[src/dmac_pkg.sv]
// dmac_pkg: register indices, field positions, reset values and carrier types for the dma block
package dmac_pkg;

	// ==========================================================
	// register word indices (byte address = 4 * index)
	// ==========================================================
	localparam logic [7:0] IDX_CH0_COUNT_LOW = 8'h26; // ch0 byte counter, low byte
	localparam logic [7:0] IDX_CH0_COUNT_HIGH = 8'h27; // ch0 byte counter, high byte
	localparam logic [7:0] IDX_CH1_MEM_ADDR_LOW = 8'h28; // ch1 memory address, bits 7:0
	localparam logic [7:0] IDX_CH1_MEM_ADDR_HIGH = 8'h29; // ch1 memory address, bits 15:8
	localparam logic [7:0] IDX_CH1_MEM_ADDR_BANK = 8'h2a; // ch1 memory address, bits 19:16
	localparam logic [7:0] IDX_CH1_COUNT_LOW = 8'h2e; // ch1 byte counter, low byte
	localparam logic [7:0] IDX_CH1_COUNT_HIGH = 8'h2f; // ch1 byte counter, high byte
	localparam logic [7:0] IDX_CH0_SRC_LOW = 8'h20; // ch0 source address, bits 7:0
	localparam logic [7:0] IDX_CH0_SRC_HIGH = 8'h21; // ch0 source address, bits 15:8
	localparam logic [7:0] IDX_CH0_SRC_BANK = 8'h22; // ch0 source address, bits 19:16
	localparam logic [7:0] IDX_CH0_DST_LOW = 8'h23; // ch0 destination address, bits 7:0
	localparam logic [7:0] IDX_CH0_DST_HIGH = 8'h24; // ch0 destination address, bits 15:8
	localparam logic [7:0] IDX_CH0_DST_BANK = 8'h25; // ch0 destination address, bits 19:16
	localparam logic [7:0] IDX_CH0_MODE = 8'h30; // ch0 transfer mode and start
	localparam logic [7:0] IDX_CH1_CTRL = 8'h31; // ch1 direction and start
	localparam logic [7:0] IDX_CH1_IO_ADDR = 8'h32; // ch1 fixed i/o address
	localparam logic [7:0] IDX_STATUS = 8'h33; // busy, done and error flags

	// ==========================================================
	// field positions
	// ==========================================================
	localparam int MODE_DEST_HI = 5; // dest_mode_hi
	localparam int MODE_DEST_LO = 4; // dest_mode_lo
	localparam int MODE_SRC_HI = 3; // src_mode_hi
	localparam int MODE_SRC_LO = 2; // src_mode_lo
	localparam int MODE_MEM_TIMING = 1; // mem_timing_select: 1 burst, 0 cycle steal
	localparam int MODE_START = 0; // write 1 to start channel 0
	localparam int CH1_DIR = 1; // 0 memory to i/o, 1 i/o to memory
	localparam int CH1_START = 0; // write 1 to start channel 1
	localparam int ST_BUSY0 = 0; // channel 0 running
	localparam int ST_BUSY1 = 1; // channel 1 running
	localparam int ST_DONE0 = 2; // channel 0 finished, write 1 to clear
	localparam int ST_DONE1 = 3; // channel 1 finished, write 1 to clear
	localparam int ST_MODE_ERR = 4; // reserved mode was started, write 1 to clear

	// ==========================================================
	// reset values
	// ==========================================================
	localparam logic [5:0] CH0_MODE_RESET = 6'h00; // cycle steal, mem inc to mem inc
	localparam logic CH1_DIR_RESET = 1'b0;
	localparam logic [7:0] BUS_ZERO = 8'h00; // unmapped and reserved bits read as zero
	localparam int FIFO_DEPTH = 16; // bytes buffered between read and write phases
	localparam int FIFO_WIDTH = 8;

	// ==========================================================
	// types
	// ==========================================================
	typedef enum logic [1:0] {
		STEP_INC = 2'b00,
		STEP_DEC = 2'b01,
		STEP_FIXED = 2'b10,
		STEP_IO = 2'b11
	} dmac_step_t;

	// one side-bus access issued by the engine
	typedef struct packed {
		logic io; // 1 i/o space, 0 memory space
		logic we; // 1 write, 0 read
		logic [19:0] addr;
		logic [7:0] wdata;
	} dmac_mem_cmd_t;

	// decoded behaviour of the active channel
	typedef struct packed {
		logic src_io;
		logic dst_io;
		dmac_step_t src_step;
		dmac_step_t dst_step;
		logic burst;
	} dmac_cfg_t;

endpackage

[src/dmac_core.sv]
// dmac_core: two-channel byte dma engine with wishbone register slave
`timescale 1ns/100ps
module dmac_core
	import dmac_pkg::*;
(
	input wire logic clk_i,
	input wire logic rst_i,
	input wire logic wb_cyc_i,
	input wire logic wb_stb_i,
	input wire logic wb_we_i,
	input wire logic [9:0] wb_adr_i,
	input wire logic [3:0] wb_sel_i,
	input wire logic [31:0] wb_dat_i,
	output logic [31:0] wb_dat_o,
	output logic wb_ack_o,
	input wire logic dreq0_i,
	input wire logic dreq1_i,
	output logic bus_hold_o,
	output logic mem_req_o,
	output dmac_mem_cmd_t mem_cmd_o,
	input wire logic mem_ack_i,
	input wire logic [7:0] mem_rdata_i,
	output logic rx_full_irq_suppress_o
);

	// ==========================================================
	// functions
	// ==========================================================
	// next address for a step mode; fixed and i/o keep it
	function automatic logic [19:0] step_addr(input logic [19:0] a, input dmac_step_t s);
		case (s)
			STEP_INC: step_addr = a + 20'h00001;
			STEP_DEC: step_addr = a - 20'h00001;
			default: step_addr = a;
		endcase
	endfunction

	// reserved combination: destination fixed or i/o with source fixed or i/o
	function automatic logic mode_reserved(input logic [5:0] m);
		mode_reserved = m[MODE_DEST_HI] && m[MODE_SRC_HI];
	endfunction

	// ==========================================================
	// declarations
	// ==========================================================
	typedef enum logic [4:0] {
		EN_IDLE = 5'b00001,
		EN_RUN = 5'b00010,
		EN_READ = 5'b00100,
		EN_WRITE = 5'b01000,
		EN_GIVE = 5'b10000
	} dmac_state_t;

	dmac_state_t state_r; // engine state
	logic ack_r; // wishbone acknowledge
	logic [31:0] rdata_r; // registered read data
	logic [15:0] cnt0_r; // ch0 byte counter
	logic [15:0] cnt1_r; // ch1 byte counter
	logic [15:0] rd_left_r; // reads still to issue
	logic [19:0] ch0_source_address_r; // ch0 source address
	logic [19:0] ch0_dest_address_r; // ch0 destination address
	logic [19:0] mar1_r; // ch1 memory address
	logic [7:0] ioar1_r; // ch1 fixed i/o address
	logic [5:0] mode0_r; // ch0 mode bits, start bit not stored
	logic dir1_r; // ch1 direction
	logic [1:0] busy_r; // channel running
	logic [1:0] done_r; // sticky end flags
	logic mode_err_r; // sticky reserved-mode flag
	logic act_r; // channel owning the engine
	dmac_mem_cmd_t cmd_r; // command on the side bus
	logic [7:0] idx; // word index of the bus access
	logic wr_en; // write takes effect this edge
	logic rd_en; // read data captured this edge
	logic wr_b0; // byte lane 0 written
	logic start0; // software start of ch0
	logic start1; // software start of ch1
	dmac_cfg_t cfg0; // decoded ch0 behaviour
	dmac_cfg_t cfg1; // decoded ch1 behaviour
	dmac_cfg_t cfg; // active channel behaviour
	logic [19:0] src_addr; // active source address
	logic [19:0] dst_addr; // active destination address
	logic [15:0] cnt_act; // active counter
	logic dreq_act; // active request input
	logic src_ok; // read side may go
	logic dst_ok; // write side may go
	logic rd_done; // read acknowledged
	logic wr_done; // write acknowledged
	logic finish; // operation complete
	logic fifo_in_ready;
	logic fifo_out_valid;
	logic [7:0] fifo_out_data;

	// ==========================================================
	// wishbone slave
	// ==========================================================
	assign idx = wb_adr_i[9:2];
	assign wr_en = wb_cyc_i && wb_stb_i && wb_we_i && ack_r;
	assign rd_en = wb_cyc_i && wb_stb_i && !wb_we_i && !ack_r;
	assign wr_b0 = wr_en && wb_sel_i[0];
	assign start0 = wr_b0 && (idx == IDX_CH0_MODE) && wb_dat_i[MODE_START] && !busy_r[0];
	assign start1 = wr_b0 && (idx == IDX_CH1_CTRL) && wb_dat_i[CH1_START] && !busy_r[1];
	assign wb_ack_o = ack_r;
	assign wb_dat_o = rdata_r;

	// ack one cycle after the strobe, dropped the cycle after
	always_ff @(posedge clk_i) begin
		if (rst_i) begin
			ack_r <= 1'b0;
		end else begin
			ack_r <= wb_cyc_i && wb_stb_i && !ack_r;
		end
	end

	// read mux; unmapped indices and upper bits read zero
	always_ff @(posedge clk_i) begin
		if (rst_i) begin
			rdata_r <= '0;
		end else if (rd_en) begin
			rdata_r <= '0;
			case (idx)
				IDX_CH0_COUNT_LOW: rdata_r[7:0] <= cnt0_r[7:0];
				IDX_CH0_COUNT_HIGH: rdata_r[7:0] <= cnt0_r[15:8];
				IDX_CH1_COUNT_LOW: rdata_r[7:0] <= cnt1_r[7:0];
				IDX_CH1_COUNT_HIGH: rdata_r[7:0] <= cnt1_r[15:8];
				IDX_CH1_MEM_ADDR_LOW: rdata_r[7:0] <= mar1_r[7:0];
				IDX_CH1_MEM_ADDR_HIGH: rdata_r[7:0] <= mar1_r[15:8];
				IDX_CH1_MEM_ADDR_BANK: rdata_r[7:0] <= {4'h0, mar1_r[19:16]};
				IDX_CH0_SRC_LOW: rdata_r[7:0] <= ch0_source_address_r[7:0];
				IDX_CH0_SRC_HIGH: rdata_r[7:0] <= ch0_source_address_r[15:8];
				IDX_CH0_SRC_BANK: rdata_r[7:0] <= {4'h0, ch0_source_address_r[19:16]};
				IDX_CH0_DST_LOW: rdata_r[7:0] <= ch0_dest_address_r[7:0];
				IDX_CH0_DST_HIGH: rdata_r[7:0] <= ch0_dest_address_r[15:8];
				IDX_CH0_DST_BANK: rdata_r[7:0] <= {4'h0, ch0_dest_address_r[19:16]};
				IDX_CH0_MODE: rdata_r[7:0] <= {2'h0, mode0_r[5:1], 1'b0};
				IDX_CH1_CTRL: rdata_r[7:0] <= {6'h00, dir1_r, 1'b0};
				IDX_CH1_IO_ADDR: rdata_r[7:0] <= ioar1_r;
				IDX_STATUS: rdata_r[7:0] <= {3'h0, mode_err_r, done_r, busy_r};
				default: rdata_r[7:0] <= BUS_ZERO;
			endcase
		end
	end

	// ==========================================================
	// configuration registers
	// ==========================================================
	// ch0 mode; reset gives cycle steal timing
	always_ff @(posedge clk_i) begin
		if (rst_i) begin
			mode0_r <= CH0_MODE_RESET;
		end else if (wr_b0 && (idx == IDX_CH0_MODE) && !busy_r[0]) begin
			mode0_r <= {wb_dat_i[5:1], 1'b0};
		end
	end

	// ch1 direction and i/o address
	always_ff @(posedge clk_i) begin
		if (rst_i) begin
			dir1_r <= CH1_DIR_RESET;
			ioar1_r <= BUS_ZERO;
		end else if (wr_b0 && !busy_r[1]) begin
			if (idx == IDX_CH1_CTRL) begin
				dir1_r <= wb_dat_i[CH1_DIR];
			end
			if (idx == IDX_CH1_IO_ADDR) begin
				ioar1_r <= wb_dat_i[7:0];
			end
		end
	end

	// ==========================================================
	// mode decode
	// ==========================================================
	// ch0: two bits each side, i/o to i/o is not offered
	always_comb begin
		cfg0.dst_step = dmac_step_t'(mode0_r[MODE_DEST_HI:MODE_DEST_LO]);
		cfg0.src_step = dmac_step_t'(mode0_r[MODE_SRC_HI:MODE_SRC_LO]);
		cfg0.dst_io = (cfg0.dst_step == STEP_IO);
		cfg0.src_io = (cfg0.src_step == STEP_IO);
		// timing bit counts only when neither side is i/o
		cfg0.burst = mode0_r[MODE_MEM_TIMING] && !cfg0.src_io && !cfg0.dst_io;
	end

	// ch1: memory side steps up from its address, i/o side fixed
	always_comb begin
		cfg1.src_io = dir1_r;
		cfg1.dst_io = !dir1_r;
		cfg1.src_step = dir1_r ? STEP_IO : STEP_INC;
		cfg1.dst_step = dir1_r ? STEP_INC : STEP_IO;
		cfg1.burst = 1'b0;
	end

	assign cfg = act_r ? cfg1 : cfg0;
	assign src_addr = act_r ? (dir1_r ? {12'h000, ioar1_r} : mar1_r) : ch0_source_address_r;
	assign dst_addr = act_r ? (dir1_r ? mar1_r : {12'h000, ioar1_r}) : ch0_dest_address_r;
	assign cnt_act = act_r ? cnt1_r : cnt0_r;
	assign dreq_act = act_r ? dreq1_i : dreq0_i;
	// request paces only the i/o side; memory-to-memory runs free
	assign src_ok = !cfg.src_io || dreq_act;
	assign dst_ok = !cfg.dst_io || dreq_act;

	// serial ch1 feeds ch0, so its rx_full_flag must not interrupt
	assign rx_full_irq_suppress_o = cfg0.src_io && (ch0_source_address_r[17:16] == 2'b10);

	// ==========================================================
	// byte counters and addresses
	// ==========================================================
	assign rd_done = (state_r == EN_READ) && mem_ack_i;
	assign wr_done = (state_r == EN_WRITE) && mem_ack_i;

	// counters: no reset, loaded by software, minus one per byte written
	always_ff @(posedge clk_i) begin
		if (wr_done && !act_r) begin
			cnt0_r <= cnt0_r - 16'h0001;
		end else if (wr_b0 && !busy_r[0] && (idx == IDX_CH0_COUNT_LOW)) begin
			cnt0_r[7:0] <= wb_dat_i[7:0];
		end else if (wr_b0 && !busy_r[0] && (idx == IDX_CH0_COUNT_HIGH)) begin
			cnt0_r[15:8] <= wb_dat_i[7:0];
		end
	end

	// ch1 counter, same behaviour, also unreset
	always_ff @(posedge clk_i) begin
		if (wr_done && act_r) begin
			cnt1_r <= cnt1_r - 16'h0001;
		end else if (wr_b0 && !busy_r[1] && (idx == IDX_CH1_COUNT_LOW)) begin
			cnt1_r[7:0] <= wb_dat_i[7:0];
		end else if (wr_b0 && !busy_r[1] && (idx == IDX_CH1_COUNT_HIGH)) begin
			cnt1_r[15:8] <= wb_dat_i[7:0];
		end
	end
	// the counters above deliberately have no reset branch

	// ch0 addresses step after each acknowledged access
	always_ff @(posedge clk_i) begin
		if (rst_i) begin
			ch0_source_address_r <= '0;
			ch0_dest_address_r <= '0;
		end else begin
			if (rd_done && !act_r) begin
				ch0_source_address_r <= step_addr(ch0_source_address_r, cfg0.src_step);
			end else if (wr_b0 && !busy_r[0] && (idx == IDX_CH0_SRC_LOW)) begin
				ch0_source_address_r[7:0] <= wb_dat_i[7:0];
			end else if (wr_b0 && !busy_r[0] && (idx == IDX_CH0_SRC_HIGH)) begin
				ch0_source_address_r[15:8] <= wb_dat_i[7:0];
			end else if (wr_b0 && !busy_r[0] && (idx == IDX_CH0_SRC_BANK)) begin
				ch0_source_address_r[19:16] <= wb_dat_i[3:0];
			end
			if (wr_done && !act_r) begin
				ch0_dest_address_r <= step_addr(ch0_dest_address_r, cfg0.dst_step);
			end else if (wr_b0 && !busy_r[0] && (idx == IDX_CH0_DST_LOW)) begin
				ch0_dest_address_r[7:0] <= wb_dat_i[7:0];
			end else if (wr_b0 && !busy_r[0] && (idx == IDX_CH0_DST_HIGH)) begin
				ch0_dest_address_r[15:8] <= wb_dat_i[7:0];
			end else if (wr_b0 && !busy_r[0] && (idx == IDX_CH0_DST_BANK)) begin
				ch0_dest_address_r[19:16] <= wb_dat_i[3:0];
			end
		end
	end

	// ch1 memory address, source or destination by direction
	always_ff @(posedge clk_i) begin
		if (rst_i) begin
			mar1_r <= '0;
		end else if (act_r && ((rd_done && !dir1_r) || (wr_done && dir1_r))) begin
			mar1_r <= step_addr(mar1_r, STEP_INC);
		end else if (wr_b0 && !busy_r[1] && (idx == IDX_CH1_MEM_ADDR_LOW)) begin
			mar1_r[7:0] <= wb_dat_i[7:0];
		end else if (wr_b0 && !busy_r[1] && (idx == IDX_CH1_MEM_ADDR_HIGH)) begin
			mar1_r[15:8] <= wb_dat_i[7:0];
		end else if (wr_b0 && !busy_r[1] && (idx == IDX_CH1_MEM_ADDR_BANK)) begin
			mar1_r[19:16] <= wb_dat_i[3:0];
		end
	end

	// ==========================================================
	// status flags
	// ==========================================================
	// operation over when all bytes written and nothing in flight
	assign finish = (state_r == EN_RUN) && (cnt_act == 16'h0000) && (rd_left_r == 16'h0000) && !fifo_out_valid;

	// busy set by start, cleared at the end; done set wins over clear
	always_ff @(posedge clk_i) begin
		if (rst_i) begin
			busy_r <= 2'b00;
			done_r <= 2'b00;
			mode_err_r <= 1'b0;
		end else begin
			if (start0 && !mode_reserved(wb_dat_i[5:0])) begin
				busy_r[0] <= 1'b1;
			end else if (finish && !act_r) begin
				busy_r[0] <= 1'b0;
			end
			if (start1) begin
				busy_r[1] <= 1'b1;
			end else if (finish && act_r) begin
				busy_r[1] <= 1'b0;
			end
			if (finish) begin
				done_r[act_r] <= 1'b1;
			end else if (wr_b0 && (idx == IDX_STATUS)) begin
				done_r <= done_r & ~wb_dat_i[ST_DONE1:ST_DONE0];
			end
			if (start0 && mode_reserved(wb_dat_i[5:0])) begin
				mode_err_r <= 1'b1;
			end else if (wr_b0 && (idx == IDX_STATUS) && wb_dat_i[ST_MODE_ERR]) begin
				mode_err_r <= 1'b0;
			end
		end
	end

	// ==========================================================
	// transfer engine
	// ==========================================================
	// one read or write at a time on the side bus; fifo decouples them
	always_ff @(posedge clk_i) begin
		if (rst_i) begin
			state_r <= EN_IDLE;
			act_r <= 1'b0;
			rd_left_r <= '0;
			cmd_r <= '0;
		end else begin
			case (state_r)
				EN_IDLE: begin
					// channel 0 wins when both are pending
					if (busy_r[0]) begin
						act_r <= 1'b0;
						rd_left_r <= cnt0_r;
						state_r <= EN_RUN;
					end else if (busy_r[1]) begin
						act_r <= 1'b1;
						rd_left_r <= cnt1_r;
						state_r <= EN_RUN;
					end
				end
				EN_RUN: begin
					if (finish) begin
						state_r <= EN_IDLE;
					end else if (fifo_out_valid && dst_ok) begin
						cmd_r <= '{io: cfg.dst_io, we: 1'b1, addr: dst_addr, wdata: fifo_out_data};
						state_r <= EN_WRITE;
					end else if ((rd_left_r != 16'h0000) && fifo_in_ready && src_ok) begin
						cmd_r <= '{io: cfg.src_io, we: 1'b0, addr: src_addr, wdata: 8'h00};
						state_r <= EN_READ;
					end
				end
				EN_READ: begin
					if (mem_ack_i) begin
						rd_left_r <= rd_left_r - 16'h0001;
						state_r <= EN_RUN;
					end
				end
				EN_WRITE: begin
					if (mem_ack_i) begin
						// steal mode hands one cycle back per byte
						state_r <= cfg.burst ? EN_RUN : EN_GIVE;
					end
				end
				EN_GIVE: begin
					state_r <= EN_RUN;
				end
				default: begin
					state_r <= EN_IDLE;
				end
			endcase
		end
	end

	// bus held during accesses, and between them in burst mode
	assign bus_hold_o = (state_r == EN_READ) || (state_r == EN_WRITE)
		|| ((state_r == EN_RUN) && cfg.burst && !finish);
	assign mem_req_o = (state_r == EN_READ) || (state_r == EN_WRITE);
	assign mem_cmd_o = cmd_r;

	// ==========================================================
	// data buffer
	// ==========================================================
	dmac_fifo #(
		.WIDTH(FIFO_WIDTH),
		.DEPTH(FIFO_DEPTH)
	) u_fifo (
		.clk_i(clk_i),
		.rst_i(rst_i),
		.in_valid_i(rd_done),
		.in_ready_o(fifo_in_ready),
		.in_data_i(mem_rdata_i),
		.out_valid_o(fifo_out_valid),
		.out_ready_i(wr_done),
		.out_data_o(fifo_out_data)
	);

endmodule

[src/dmac_fifo.sv]
// dmac_fifo: parameterised valid/ready fifo between the read and write phases
`timescale 1ns/100ps
module dmac_fifo #(
	parameter int WIDTH = 8,
	parameter int DEPTH = 16
) (
	input wire logic clk_i,
	input wire logic rst_i,
	input wire logic in_valid_i,
	output logic in_ready_o,
	input wire logic [WIDTH-1:0] in_data_i,
	output logic out_valid_o,
	input wire logic out_ready_i,
	output logic [WIDTH-1:0] out_data_o
);
	localparam int AW = $clog2(DEPTH);

	logic [WIDTH-1:0] mem_r [DEPTH]; // storage words
	logic [AW-1:0] wr_ptr_r; // next slot to fill
	logic [AW-1:0] rd_ptr_r; // oldest word
	logic [AW:0] fill_r; // words held
	logic push; // accepted write
	logic pop; // accepted read

	// honest flags from the fill count
	assign in_ready_o = (fill_r != (AW+1)'(DEPTH));
	assign out_valid_o = (fill_r != '0);
	assign push = in_valid_i && in_ready_o;
	assign pop = out_ready_i && out_valid_o;
	assign out_data_o = mem_r[rd_ptr_r];

	// storage write, no reset needed on data
	always_ff @(posedge clk_i) begin
		if (push) begin
			mem_r[wr_ptr_r] <= in_data_i;
		end
	end

	// pointers and fill level
	always_ff @(posedge clk_i) begin
		if (rst_i) begin
			wr_ptr_r <= '0;
			rd_ptr_r <= '0;
			fill_r <= '0;
		end else begin
			if (push) begin
				wr_ptr_r <= (wr_ptr_r == AW'(DEPTH-1)) ? '0 : wr_ptr_r + AW'(1);
			end
			if (pop) begin
				rd_ptr_r <= (rd_ptr_r == AW'(DEPTH-1)) ? '0 : rd_ptr_r + AW'(1);
			end
			// both at once leaves the level unchanged
			if (push && !pop) begin
				fill_r <= fill_r + (AW+1)'(1);
			end else if (pop && !push) begin
				fill_r <= fill_r - (AW+1)'(1);
			end
		end
	end
endmodule

[config.mk]
export PLATFORM = sky130hd
export DESIGN_NAME = dmac_core
export DESIGN_NICKNAME = d
export VERILOG_FILES = /design/src/dmac_pkg.sv /design/src/dmac_core.sv /design/src/dmac_fifo.sv
export SDC_FILE = /design/constraint.sdc
export NUM_CORES = 1
export LEC_CHECK = 0
export ABC_AREA = 1
export BUFFER_PORTS_ARGS = -buffer_cell sky130_fd_sc_hd__buf_2
export CORE_ASPECT_RATIO = 2
export CORE_MARGIN = 2
export CORE_UTILIZATION = 40
export DETAILED_ROUTE_END_ITERATION = 8
export SETUP_SLACK_MARGIN = 0.5
export SLEW_MARGIN = 10
export SYNTH_ARGS = -nofsm -noshare
export SYNTH_HDL_FRONTEND = slang
export SYNTH_SLANG_ARGS = --single-unit
[constraint.sdc]
create_clock -name clk_i -period 6.6 [get_ports clk_i]
set_input_delay 0.66 -clock clk_i [delete_from_list [all_inputs] [get_ports clk_i]]
set_output_delay 0.66 -clock clk_i [all_outputs]
set_load 0.01 [all_outputs]
After elaboration in Yosys (flattened, before gate mapping):

Memories as Yosys holds them, arrays and structs flattened. A register that Yosys moved wholly into a read port is not among the register bits.
Cells that the tools add are included.
W data, S select, Z words.

* add/subtract/negate cells: 12
* order comparisons: 2
* equal/unequal tests: 44
* multiplexer cells: 73
* bitwise gates (word level): 4
* reductions and logical operators: 123

Operators by type and width (number)
* $mux W20: 7
* $eq A8 B6 Y1 const B: 17
* $pmux W8 S17: 1
* $mux W16: 6
* $mux W8: 12
* $pmux W20 S2: 2
* $add A20 B1 Y20 const B: 3
* $logic_and A1 B1 Y1: 60
* $mux W30: 2
* $mux W5: 10
* $sub A16 B1 Y16 const B: 3
* $reduce_bool A2 Y1: 21
* $mux W4: 10
* $sub A20 B1 Y20 const B: 2
* $mux W12: 3
* $logic_not A16 Y1: 2
* $pmux W16 S2: 1
* $pmux W5 S5: 1
* $ne A2 B2 Y1 const B: 9
* $reduce_and A2 Y1: 8
* $reduce_bool A16 Y1: 1
* $logic_not A1 Y1: 15
* $reduce_and A3 Y1: 5
* $mux W1: 12
* 29 further kinds: 45

* flip-flop bits (word level): 185
* memory bits (writable): 128
* word-level logic and storage cells: 291
* memories kept: 1

Memory list
* u_fifo.mem_r: words 16, bits a word 8, rd ports 1, clocked after memory_dff 1, write ports 1, RTL line dmac_fifo.sv:18 `logic [WIDTH-1:0] mem_r [DEPTH];`

Logic depth before layout (Yosys ltp):

* depth after elaboration: 12
* mapped depth: 17

Hierarchy:

From an unflattened synthesis, not the netlist that was laid out.

* cells, all modules: 2726
* area total of the unflattened synthesis: 19316.0 sq um

By module, submodules not included
* dmac_core: times used 1, cells each 2104, area an instance 13012.5 sq um, sequential area each 3763.6 sq um
* dmac_fifo: times used 1, cells each 622, area an instance 6303.5 sq um, sequential area each 4184.0 sq um

Least setup slack after synthesis:

No wires, ideal clock.

* path kind: input-to-reg
* start: input port mem_ack_i
* end: register u_fifo.fill_r[4]
* library setup time: 119 ps
* arrival time: 2447 ps
* required time: 6481 ps
* setup slack: 4033 ps
* cell stages on the path: 14
* path through: inv_1 nor2_2 inv_1 nor2_4 ha_1 inv_1 fa_1 a21o_1 a21oi_1 nor2_1 nor2_1 nand2_1 o21ai_0 a21oi_1

* longest elaborated chain between the ends: 5
* elaborated cells between the ends (all ways): 10
* classes of those cells: mux: 1; reduce/logical: 9

Ends and longest elaborated chain
* from (decl): RTL line dmac_core.sv:21 `input wire logic mem_ack_i,`
* $logic_and A1 B1 Y1 (*): RTL line dmac_core.sv:207 `assign rd_done = (state_r == EN_READ) && mem_ack_i;`
* $logic_and A1 B1 Y1 (*): RTL line dmac_fifo.sv:28 `assign push = in_valid_i && in_ready_o;`
* net u_fifo.push: RTL line dmac_fifo.sv:22 `logic push;`
* $logic_not A1 Y1: RTL line dmac_fifo.sv:55 `end else if (pop && !push) begin`
* $logic_and A1 B1 Y1: RTL line dmac_fifo.sv:55
* $reduce_bool A2 Y1 (no line)
* to (signal assigned): RTL line dmac_fifo.sv:54 `fill_r <= fill_r + (AW+1)'(1);`
* to (signal assigned): RTL line dmac_fifo.sv:56 `fill_r <= fill_r - (AW+1)'(1);`
* to (decl): RTL line dmac_fifo.sv:21 `logic [AW:0] fill_r;`

Mark *: on every way through the listed nets, which the timed path passes. The rest lies on a longest branch.
A chain may end at the register's enable or synchronous reset.

Worst setup path in the final report:

* start: register act_r
* end: register cmd_r, in the netlist mem_cmd_o[8]

* longest elaborated chain between the ends: 7
* elaborated cells between the ends (all ways): 20
* classes of those cells: mux: 7; bitwise: 1; reduce/logical: 12

Ends and longest elaborated chain
* from (decl): RTL line dmac_core.sv:69 `logic act_r;`
* from (signal assigned): RTL line dmac_core.sv:318 `act_r <= 1'b0;`
* from (signal assigned): RTL line dmac_core.sv:326 `act_r <= 1'b0;`
* from (signal assigned): RTL line dmac_core.sv:330 `act_r <= 1'b1;`
* $mux W16: RTL line dmac_core.sv:195 `assign cnt_act = act_r ? cnt1_r : cnt0_r;`
* $logic_not A16 Y1: RTL line dmac_core.sv:279 `assign finish = (state_r == EN_RUN) && (cnt_act == 16'h0000) && (rd_left_r == 16'h0000) && !fifo_out_valid;`
* $logic_and A1 B1 Y1 (3 in a row): RTL line dmac_core.sv:279
* $not A1 Y1 (no line)
* $reduce_and A3 Y1 (no line)
* to (signal assigned): RTL line dmac_core.sv:339 `cmd_r <= '{io: cfg.dst_io, we: 1'b1, addr: dst_addr, wdata: fifo_out_data};`
* to (signal assigned): RTL line dmac_core.sv:342 `cmd_r <= '{io: cfg.src_io, we: 1'b0, addr: src_addr, wdata: 8'h00};`
* to (decl): RTL line dmac_core.sv:70 `dmac_mem_cmd_t cmd_r;`

Parallel ways exist; a longest one is shown, timed or not. The select of a mux whose other input is x is not followed.

==> run metrics <==
met3 wire len ~4000 um; register area just under 8000 um2; # setup viols final 0; final cell count without fillers 3232; Tightest Hold Check Type in -> reg; DR pass1 iterations 6; Reg2Reg Setup Slack ~2800 ps; Post-synth EDFFs 160; DRC viols 0; Syn. warnings 0; Clock transition at path regs 70 ps; worst vdd ir 0.188 mV; CTS H-tree lvls 1; TritonCTS clock tree done; Critical R2R Capture mem_cmd_o[8]; Seq cells post-synth 317; die area 48400 um2; dpl hpwl approximately 54000 um; highest clock rate 266 MHz; Filler cells 4656; Port-buffer cells 74; Static Leak between 8 and 9 nW; core area approximately 46000 um2; Syn Area/Cell approximately 7.3 um2; cts repair resizes 0; die extent in y 309 um; DRT iter0 DRCs ~1500; Num CTS Buffers 30; Post CTS Setup Buffer Count 0; final core occ 0.442; nets 2664; WL/cell roughly 22 um; Die X 157 um; cell area after placement 19300 um2; slack of the critical path approximately 2800 ps; Slew HR 0.298; cell depth of the worst hold path 3; number of global-route vias before repair ~18000; skew final roughly 19 ps; Hold Fails Final Rpt 0; gpl congestion 1.06; outcome finished, final reports clean; Slew Limit Fails 0; Post-CTS Hold Fix Bufs 0; Seq/Total Area, Yosys 0.427; CP Launch Type flip-flop; CTS Root Cell clkbuf_16; critical hold path startpoint wb_stb_i; aggregate global-route resource usage 0.291; kind of critical path reg -> reg; Rows roughly 110; Vias/cell 5.69; Sink Count around 320; actual slew at the worst max-slew pin about 1000 ps; via count ~18000; wirelength, routed ~71000 um; final instance area between 20000 and 25000 um2; fin crit period between 3000 and 4000 ps; Met2 Routed Length between 30000 and 40000 um; largest net degree at the start of global routing 66; Detail Route Antenna Nets 0; layout cells sized above 1 0.0778; PwrDens ~220 nW/um2; initial core utilization 0.405; Syn-to-layout area delta 9.07%; WHS Endpoint wb_ack_o; antenna violations before repair 3; Max FO, Critical Path 44; Clock Tree Buf Depth 3; Synth Cell Area roughly 19000 um2; cell count after synthesis between 2000 and 3000; RR Startpoint act_r; M1 WL approximately 23000 um; Worst setup EP type flip-flop; worst r2r path cells 9; Max-cap violations 0; Worst EP required between 7000 and 8000 ps; Skew-Pair Late Insertion Delay around 600 ps; RSZ-0062 raised after global routing false; final critical-path share of the clock period 0.570; synth unique cells between 50 and 60; Post-synth ARST share 0; multi-input logic area 9020 um2; first-pass GRT wire length around 110000 um; max layer used met5; IO Count 128; post-place setup slack about 2900 ps; top_reg_cell synth edfxtp_1; grt ovf 0; Cells after DPL between 3000 and 4000; Worst Path Arrival approximately 4300 ps; setup TNS 0 ps
==> per-stage QoR <==
step	power (mW)	hold WS, ps
5_1_grt	4.54	362
4_1_cts	4.43	324
2_1_floorplan	2.46	444
3_5_place_dp	2.58	455
3_3_place_gp	2.57	454
6_report	4.41	342
==> final cells by class <==
cell class	count	share of cell area
Antenna cell	1	0.000123
Clock buffer	37	0.0402
Clock inverter	19	0.0105
Inverter	282	0.0522
Multi-Input combinational cell	1868	0.444
Sequential cell	317	0.391
Tap cell	621	0.0383
Timing Repair Buffer	87	0.0230
==> cells by family after synthesis <==
group / Yosys count / share of synthesized area
XOR/XNOR: 36 / 0.0169
adder cells (fa/ha/maj): 16 / 0.0112
buffers and inverters: 406 / 0.0933
AND/OR/NAND/NOR: 1164 / 0.262
multiplexers: 1 / 0.000537
other: 1 / 0.000201
AO/OA/AOI/OAI: 627 / 0.189
flip-flops: 317 / 0.427
==> where the power goes <==
group | internal, mW | total [mW] | switching, mW
logic | 0.122 | 0.420 | 0.298
registers | 2.09 | 2.12 | 0.0252
clock network | 1.01 | 1.87 | 0.858
total | 3.23 | 4.41 | 1.18
==> layout by cell type (no fill, tap or decap), types with 35 or more instances in the layout <==
master	n
nand3_1	135
inv_1	262
dfxtp_1	156
nand2_1	546
nor2_1	372
a21oi_1	154
edfxtp_1	160
buf_2	74
nor3_1	35
o21ai_0	268
o22ai_1	99
==> sequential cells by signal, summed over array words and instances, names as in the netlist, 5 cells and up, named ones only <==
register              flops
u_fifo.mem_r            128
mem_cmd_o                30
ch0_dest_address_r       20
ch0_source_address_r     20
mar1_r                   20
cnt0_r                   16
cnt1_r                   16
rd_left_r                16
ioar1_r                   8
wb_dat_o                  8
mode0_r                   5
state_r                   5
u_fifo.fill_r             5
==> synth_stat cells, drive strengths merged (2+ instances only) <==
master	number	share of area
dfxtp	157	0.17
a22oi	2	0.00081
o31ai	2	0.00081
inv	280	0.057
a311oi	2	0.00094
nor4	4	0.0017
clkbuf	55	0.011
a31oi	27	0.0091
edfxtp	160	0.26
clkinv	2	0.00040
o21ai	278	0.075
nand2	560	0.12
o22ai	99	0.033
buf	69	0.025
nand3b	2	0.00081
ha	15	0.010
xnor2	9	0.0042
or2	2	0.00067
a211oi	12	0.0048
a21o	2	0.00081
o211ai	8	0.0032
a41oi	24	0.011
nor2	388	0.081
nor3	38	0.011
a21oi	154	0.041
o221ai	6	0.0028
nand3	138	0.038
o21bai	3	0.0014
a21boi	2	0.00081
xor2	27	0.013
nand4	32	0.013
o21a	3	0.0012
==> worst max-delay path, cell delays in order (launching register included) <==
cell and delay (ps):
dfxtp_1 320, buf_4 400, inv_1 380, nor2_1 730, clkinv_1 720, nor2_1 240
a221oi_1 80, o21ai_0 510, o21ai_0 200, nor2_1 100
==> layer usage <==
| metal | GRT usage | up-vias |
|---|---|---|
| met5 | 0 | - |
| met4 | 0.286 | 4 |
| met3 | 0.0416 | 332 |
| met2 | 0.530 | 817 |
| met1 | 0.268 | 8556 |
| li1 | - | 8670 |
==> worst max path at each step <==
stage | startpoint | endpoint | cells after the start
after floorplan | mem_ack_i | u_fifo.fill_r[4] | 14
after global placement | act_r | mem_cmd_o[8] | 9
after detailed placement | act_r | mem_cmd_o[8] | 9
after CTS | act_r | bus_hold_o | 9
after global routing | act_r | mem_cmd_o[9] | 9
final | act_r | mem_cmd_o[8] | 9
Power figures use the tool's default switching activity.
